## src/mca_pkg.sv

```systemverilog
package mca_pkg;

   // ---------------------------------------------------------------
   // register offsets
   // ---------------------------------------------------------------
   localparam logic [7:0] MCA_OFS_CONFIG = 8'h00;
   localparam logic [7:0] MCA_OFS_STATUS = 8'h01;
   localparam logic [7:0] MCA_OFS_MASK   = 8'h03;
   localparam logic [7:0] MCA_OFS_ADVCFG = 8'h0B;

   // ---------------------------------------------------------------
   // reset values
   // ---------------------------------------------------------------
   localparam logic [7:0] MCA_RST_CONFIG = 8'h08;
   localparam logic [7:0] MCA_RST_STATUS = 8'h00;
   localparam logic [7:0] MCA_RST_MASK   = 8'h00;
   localparam logic [7:0] MCA_RST_ADVCFG = 8'h00;

   // ---------------------------------------------------------------
   // configuration fields
   // ---------------------------------------------------------------
   localparam int         MCA_CFG_START  = 0;
   localparam int         MCA_CFG_OUT_EN = 1;
   localparam int         MCA_CFG_CLEAR  = 3;
   localparam int         MCA_CFG_INIT   = 7;
   localparam logic [7:0] MCA_CFG_WMASK  = 8'h8B;

   // ---------------------------------------------------------------
   // advanced configuration: mode field bits 2:1
   // ---------------------------------------------------------------
   localparam int         MCA_ADV_MODE_LO = 1;
   localparam logic [7:0] MCA_ADV_WMASK   = 8'h07;

   typedef enum logic [1:0]
   {
      MCA_MODE_0 = 2'h0,
      MCA_MODE_1 = 2'h1,
      MCA_MODE_2 = 2'h2,
      MCA_MODE_3 = 2'h3
   } mca_mode_t;

endpackage

```

## src/mca_regs.sv

```systemverilog
`timescale 1ns/10ps
`default_nettype none
module mca_regs
   import mca_pkg::*;
#(
   // sizes the register map is laid out for
   parameter int REG_W = 8,
   parameter int SLOTS = 8
)
(
   // clock and reset
   input  wire logic       ref_clk,
   input  wire logic       rst_n,
   // register port from the serial engine
   input  wire logic       reg_wr,
   input  wire logic [7:0] reg_addr,
   input  wire logic [7:0] reg_wdata,
   output logic [7:0]      reg_rdata,
   // comparator flags from the sequencer
   input  wire logic [7:0] over_high,
   input  wire logic [7:0] under_low,
   input  wire logic       temp_high,
   input  wire logic       flags_valid,
   // controls to the sequencer
   output logic            run,
   output logic            scan_hold,
   output logic            restore_pulse,
   output logic [1:0]      mode,
   // alarm pin
   output logic            alarm_n
);

   // ---------------------------------------------------------------
   // state
   // ---------------------------------------------------------------
   logic [7:0] config_reg;
   logic [7:0] status_reg;
   logic [7:0] mask_reg;
   logic [7:0] advcfg_reg;
   logic       restore_reg;
   logic [7:0] events;
   logic       alarm_n_reg;
   logic       alarm_n_next;
   mca_mode_t  mode_cur;
   logic       cfg_we;
   logic       mask_we;
   logic       adv_we;
   logic       status_take;
   logic       alarm_cause;

   function automatic logic hit(input logic [7:0] a, input logic [7:0] ofs);
      hit = reg_wr && (a == ofs);
   endfunction

   // ---------------------------------------------------------------
   // elaboration checks
   // ---------------------------------------------------------------
   // ports, mode table and read mux are byte wide, eight slots
   if (REG_W != 8 || SLOTS != 8)
   begin : g_size_check
      $error("mca_regs: only byte registers with eight slots are supported");
   end

   // a reserved bit in the reset value would read back but could never be written again
   if ((MCA_RST_CONFIG & ~MCA_CFG_WMASK) != 8'h00)
   begin : g_reset_check
      $error("mca_regs: config reset value sets a reserved bit");
   end

   // mode field must be writable or the mode table is out of reach
   if (MCA_ADV_WMASK[MCA_ADV_MODE_LO +: 2] != 2'h3)
   begin : g_mode_check
      $error("mca_regs: mode field not writable");
   end

   // ---------------------------------------------------------------
   // write decode
   // ---------------------------------------------------------------
   // status and unmapped offsets decode to nothing
   assign cfg_we  = hit(reg_addr, MCA_OFS_CONFIG);
   assign mask_we = hit(reg_addr, MCA_OFS_MASK);
   assign adv_we  = hit(reg_addr, MCA_OFS_ADVCFG);

   // ---------------------------------------------------------------
   // restore-defaults: one cycle pulse, bit drops after
   // ---------------------------------------------------------------
   always_ff @(posedge ref_clk or negedge rst_n)
   begin
      if (!rst_n)
         restore_reg <= 1'b0;
      else
         restore_reg <= cfg_we && reg_wdata[MCA_CFG_INIT];
   end

   assign restore_pulse = restore_reg;

   // ---------------------------------------------------------------
   // configuration
   // ---------------------------------------------------------------
   always_ff @(posedge ref_clk or negedge rst_n)
   begin
      if (!rst_n)
         config_reg <= MCA_RST_CONFIG;
      else if (restore_reg)
         config_reg <= MCA_RST_CONFIG;
      else if (cfg_we)
         config_reg <= reg_wdata & MCA_CFG_WMASK;
   end

   // ---------------------------------------------------------------
   // mask and advanced configuration
   // ---------------------------------------------------------------
   always_ff @(posedge ref_clk or negedge rst_n)
   begin
      if (!rst_n)
         mask_reg <= MCA_RST_MASK;
      else if (restore_reg)
         mask_reg <= MCA_RST_MASK;
      else if (mask_we)
         mask_reg <= reg_wdata;
   end

   always_ff @(posedge ref_clk or negedge rst_n)
   begin
      if (!rst_n)
         advcfg_reg <= MCA_RST_ADVCFG;
      else if (restore_reg)
         advcfg_reg <= MCA_RST_ADVCFG;
      else if (adv_we)
         advcfg_reg <= reg_wdata & MCA_ADV_WMASK;
   end

   assign mode_cur = mca_mode_t'(advcfg_reg[MCA_ADV_MODE_LO +: 2]);
   assign mode     = mode_cur;

   // ---------------------------------------------------------------
   // status: sticky, read-only
   // ---------------------------------------------------------------
   mca_status_map u_map
   (
      .mode      (mode_cur),
      .over_high (over_high),
      .under_low (under_low),
      .temp_high (temp_high),
      .events    (events)
   );

   // events seen while shut down are dropped, not held for later
   assign status_take = flags_valid && config_reg[MCA_CFG_START];

   // restore wins: it is the only way to clear, and a stale flag would survive it
   always_ff @(posedge ref_clk or negedge rst_n)
   begin
      if (!rst_n)
         status_reg <= MCA_RST_STATUS;
      else if (restore_reg)
         status_reg <= MCA_RST_STATUS;
      else if (status_take)
         status_reg <= status_reg | events;
   end

   // ---------------------------------------------------------------
   // alarm pin, registered to avoid glitches
   // ---------------------------------------------------------------
   // a mode change keeps old bits, so the pin still sees them
   assign alarm_cause  = |(status_reg & ~mask_reg);
   assign alarm_n_next = ~(config_reg[MCA_CFG_OUT_EN] && !config_reg[MCA_CFG_CLEAR]
                           && alarm_cause);

   always_ff @(posedge ref_clk or negedge rst_n)
   begin
      if (!rst_n)
         alarm_n_reg <= 1'b1;
      else
         alarm_n_reg <= alarm_n_next;
   end

   assign alarm_n = alarm_n_reg;

   // ---------------------------------------------------------------
   // sequencer controls
   // ---------------------------------------------------------------
   assign run       = config_reg[MCA_CFG_START];
   // hold only pauses the scan; a strobe already in flight still lands
   assign scan_hold = config_reg[MCA_CFG_CLEAR];

   // ---------------------------------------------------------------
   // read mux
   // ---------------------------------------------------------------
   always_ff @(posedge ref_clk or negedge rst_n)
   begin
      if (!rst_n)
         reg_rdata <= 8'h00;
      else
         case (reg_addr)
            MCA_OFS_CONFIG: reg_rdata <= config_reg;
            MCA_OFS_STATUS: reg_rdata <= status_reg;
            MCA_OFS_MASK:   reg_rdata <= mask_reg;
            MCA_OFS_ADVCFG: reg_rdata <= advcfg_reg;
            default:        reg_rdata <= 8'h00;
         endcase
   end

endmodule // mca_regs
`default_nettype wire

```

## src/mca_status_map.sv

```systemverilog
`timescale 1ns/10ps
`default_nettype none
// ---------------------------------------------------------------
// maps per-channel limit flags to status bits by mode
// ---------------------------------------------------------------
module mca_status_map
   import mca_pkg::*;
(
   // mode and flags
   input  wire mca_mode_t  mode,
   input  wire logic [7:0] over_high,
   input  wire logic [7:0] under_low,
   input  wire logic       temp_high,
   // mapped events
   output logic [7:0]      events
);

   logic [7:0] out_of_range;

   assign out_of_range = over_high | under_low;

   // slot k of the flags carries the k-th measurement of the mode
   always_comb
   begin
      events = 8'h00;
      case (mode)
         MCA_MODE_0:
         begin
            events = {temp_high, out_of_range[6:0]};
         end
         MCA_MODE_1:
         begin
            events = out_of_range;
         end
         MCA_MODE_2:
         begin
            events = {temp_high, 3'h0, out_of_range[3:0]};
         end
         MCA_MODE_3:
         begin
            events = {temp_high, 1'b0, out_of_range[5:0]};
         end
         default:
         begin
            events = 8'h00;
         end
      endcase
   end

endmodule // mca_status_map
`default_nettype wire

```

## config.mk

```make
export PLATFORM = sky130hd
export DESIGN_NAME = mca_regs
export DESIGN_NICKNAME = d
export VERILOG_FILES = /design/src/mca_pkg.sv /design/src/mca_regs.sv /design/src/mca_status_map.sv
export SDC_FILE = /design/constraint.sdc
export NUM_CORES = 1
export LEC_CHECK = 0
export BUFFER_PORTS_ARGS = -buffer_cell sky130_fd_sc_hd__buf_4
export CAP_MARGIN = 20
export CELL_PAD_IN_SITES_DETAIL_PLACEMENT = 1
export CELL_PAD_IN_SITES_GLOBAL_PLACEMENT = 2
export CORE_UTILIZATION = 33
export CTS_CLUSTER_SIZE = 10
export DETAILED_ROUTE_END_ITERATION = 6
export PLACE_DENSITY_LB_ADDON = 0.05
export SKIP_CTS_REPAIR_TIMING = 1
export SLEW_MARGIN = 15
export SYNTH_ARGS = -nofsm -noshare
export SYNTH_HDL_FRONTEND = slang
export SYNTH_SLANG_ARGS = --single-unit
```

## constraint.sdc

```tcl
create_clock -name ref_clk -period 2.3 [get_ports ref_clk]
set_input_delay 0.23 -clock ref_clk [delete_from_list [all_inputs] [get_ports ref_clk]]
set_output_delay 0.23 -clock ref_clk [all_outputs]
set_load 0.02 [all_outputs]
```

==> impl_metrics.toml <==
[status]
result_of_the_run = "finished, final reports clean"

[layout]
final_core_util = 0.456
layout-drive-gt1-share = 0.337
diode_insertion_count_for_antenna_repair = 0
total_number_of_nets_in_the_final_design = 241
synthToLayoutAreaGrowth_pct = 30.9
filler_cell_count = 548
finalInstanceArea_mm2 = 0.00218

[floorplanning]
die_width_um = 73.1
placement_rows = 25
die-height_um = 73.1
start_util = 0.348
pin_count = 51
die-area_mm2 = 0.00534
placeable_area_mm2 = 0.00479

[timing]
fin_skew_ns = 0.00547
unrepaired_setup_endpoints_after_global_routing = "no"
tightestPinTransition_ns = 0.526
final.hold.worst_slack_ns = 0.174
finalHoldViolCount = 0
setup-violations-final = 0
max_clock_freq_ghz = 0.661
final.period_utilization = 0.657
final.setup.tns_ns = 0
maxSlewViolCount = 0
maxSlewHeadroom = 0.649
layout_min_cycle_time_ns = 1.51

[yosys]
post_synth_instance_area_mm2 = 0.00167
netlist_instances = 155
syn-mean-instance-area_um2 = 10.8
netlist-cell-type-count = 30
synthesis.nets = 192
synth_async_sr_flop_share = 1.00
synth-seq-area-share = 0.497
number_of_synthesis_warnings = 0
synth_enable_flop_cells = 0
most_used_flip_flop_cell_after_synthesis = "sky130_fd_sc_hd__dfrtp_1"
synth_seq_cells = 33

[global_route]
grt_pass1_vias = 1465
gr-usage-all-layers = 0.185
grt_max_degree = 34
grt_remaining_overflow = 0
number_of_antenna_violations_at_the_first_check_in_global_routing = 0
wire_length_of_the_first_global_routing_pass_mm = 7.19

[setup_path]
worst-r2r-cell-count = 3
endpoint_kind = "output port"
critPathArrivalTime_ns = 1.28
worst_r2r_endpoint = "status_reg[7]$_DFFE_PN0P_"
critical_path_class = "flop to output port"
setup.worst_path.start = "restore_pulse$_DFF_PN0_"
worst-path-max-fanout = 18
cp-start-kind = "flop"
r2r-start = "advcfg_reg[2]$_DFFE_PN0P_"
cp.required_ns = 2.07
cp_capture_point = "restore_pulse"
worst-r2r-setup-slack_ns = 0.80

[flow_run]
cap_viol_max_count = 0

[detailed_routing]
route.detailed.wl_per_inst_um = 16.1
drt-pass1-iter-count = 4
remaining_drc_errors = 0
detailed_route_wl_mm = 4.38
detailroute.via_count = 1324
dr.first_iter.drc_count = 56
detail_route.vias_per_cell = 4.87
antenna_violating_nets_post_route = 0

[power_and_ir_drop]
power_density_mw_per_mm2 = 596
max-vdd-ir-drop_v = 0.000304
static_leakage_uw = 0.00108

[placed_design]
port_buffers = 50
place_area_mm2 = 0.00207
dp_hpwl_mm = 3.36
routabilityCongestion = 0.793

[clock_network]
cts_num_sinks = 33
cts_tree = "done"
clk-insertion-delay-late_ns = 0.28
cts-htree-levels = 2
path_clk_slew_ns = 0.07
cts-buffers-inserted = 5
max-clock-path-buffers = 2
clk_root_buffer_cell = "sky130_fd_sc_hd__clkbuf_8"

[min_path]
worst_min_path_class = "primary input to flop"
[report_power, final]
part	total [µW]	switching (µW)	internal [µW]
registers	636	29.0	607
clock network	481	210	270
logic	183	87.1	96.2
total	1300	326	974
[final cells by class]
class	count	area (µm²)	share of cell area
Timing Repair Buffer	52	393	0.180
Inverter	10	37.5	0.0172
Clock inverter	1	5.00	0.00229
Tap cell	67	83.8	0.0384
Sequential cell	33	828	0.379
Clock buffer	7	96.3	0.0441
Multi-Input combinational cell	102	739	0.339
[synthesized netlist by cell type (all sizes together), types with 4 or more instances]
library cell  number  area share
mux2               5       0.034
nor2              11       0.025
o211ai             4       0.018
clkbuf             4      0.0090
nand2b            23       0.086
a21oi              8       0.024
buf                6       0.029
dfrtp             31        0.47
inv               10       0.023
o22ai              4       0.015
mux2i             20        0.12
o21ai              4       0.012
[cells in the final DEF, fill, tap and decap left out, drive strengths merged, types with 3 or more instances in the layout]
master,synthesis,routed
nor2,11,11
o22ai,4,4
inv,10,10
mux2,5,5
dfrtp,31,31
nor3,3,3
o21ai,4,4
clkbuf,4,7
nand2b,23,23
nand2,3,3
a22oi,3,3
a21oi,8,8
mux2i,20,20
o211ai,4,4
buf,6,51
[per-stage QoR]
stage / power (µW) / setup WS (ns) / instances
after CTS: 1310 / 0.756 / 271
after global placement: 824 / 0.764 / 263
final: 1300 / 0.788 / 272
after global routing: 1370 / 0.665 / 272
after detailed placement: 833 / 0.692 / 263
after floorplan: 733 / 0.923 / 155
[how the worst min path moves through the flow]
stage,from,to,slack (ns),depth (start not counted)
finish,reg_wdata[7],restore_pulse$_DFF_PN0_,0.17,3
global route,reg_wdata[7],restore_pulse$_DFF_PN0_,0.19,3
CTS,rst_n,reg_rdata[4]$_DFF_PN0_,-0.10,1
detailed placement,rst_n,reg_rdata[4]$_DFF_PN0_,0.20,1
global placement,rst_n,reg_rdata[6]$_DFF_PN0_,0.19,1
floorplan,rst_n,advcfg_reg[0]$_DFFE_PN0P_,-0.07,0
[critical path: stages, from the launching register on]
cell and delay (ns):
sky130_fd_sc_hd__dfrtp_1 0.55, sky130_fd_sc_hd__buf_4 0.28, sky130_fd_sc_hd__buf_4 0.17
[routing by layer]
layer  wire length [µm]  part of all wire  GRT usage  vias up
met3                165             0.038     0.0470        7
met4                 59             0.013     0.0545        0
li1                   -                 -          -      628
met5                  0                 0          0        -
met2               2280              0.52      0.321       36
met1               1870              0.43      0.224      653
[logic make-up after synthesis]
kind of cell / count (synthesis) / synth area share
buf+inv: 20 / 0.0600
simple gates: 51 / 0.191
compound gates: 26 / 0.0983
flops: 33 / 0.497
mux: 25 / 0.154
(Power assumes the default switching activity.)
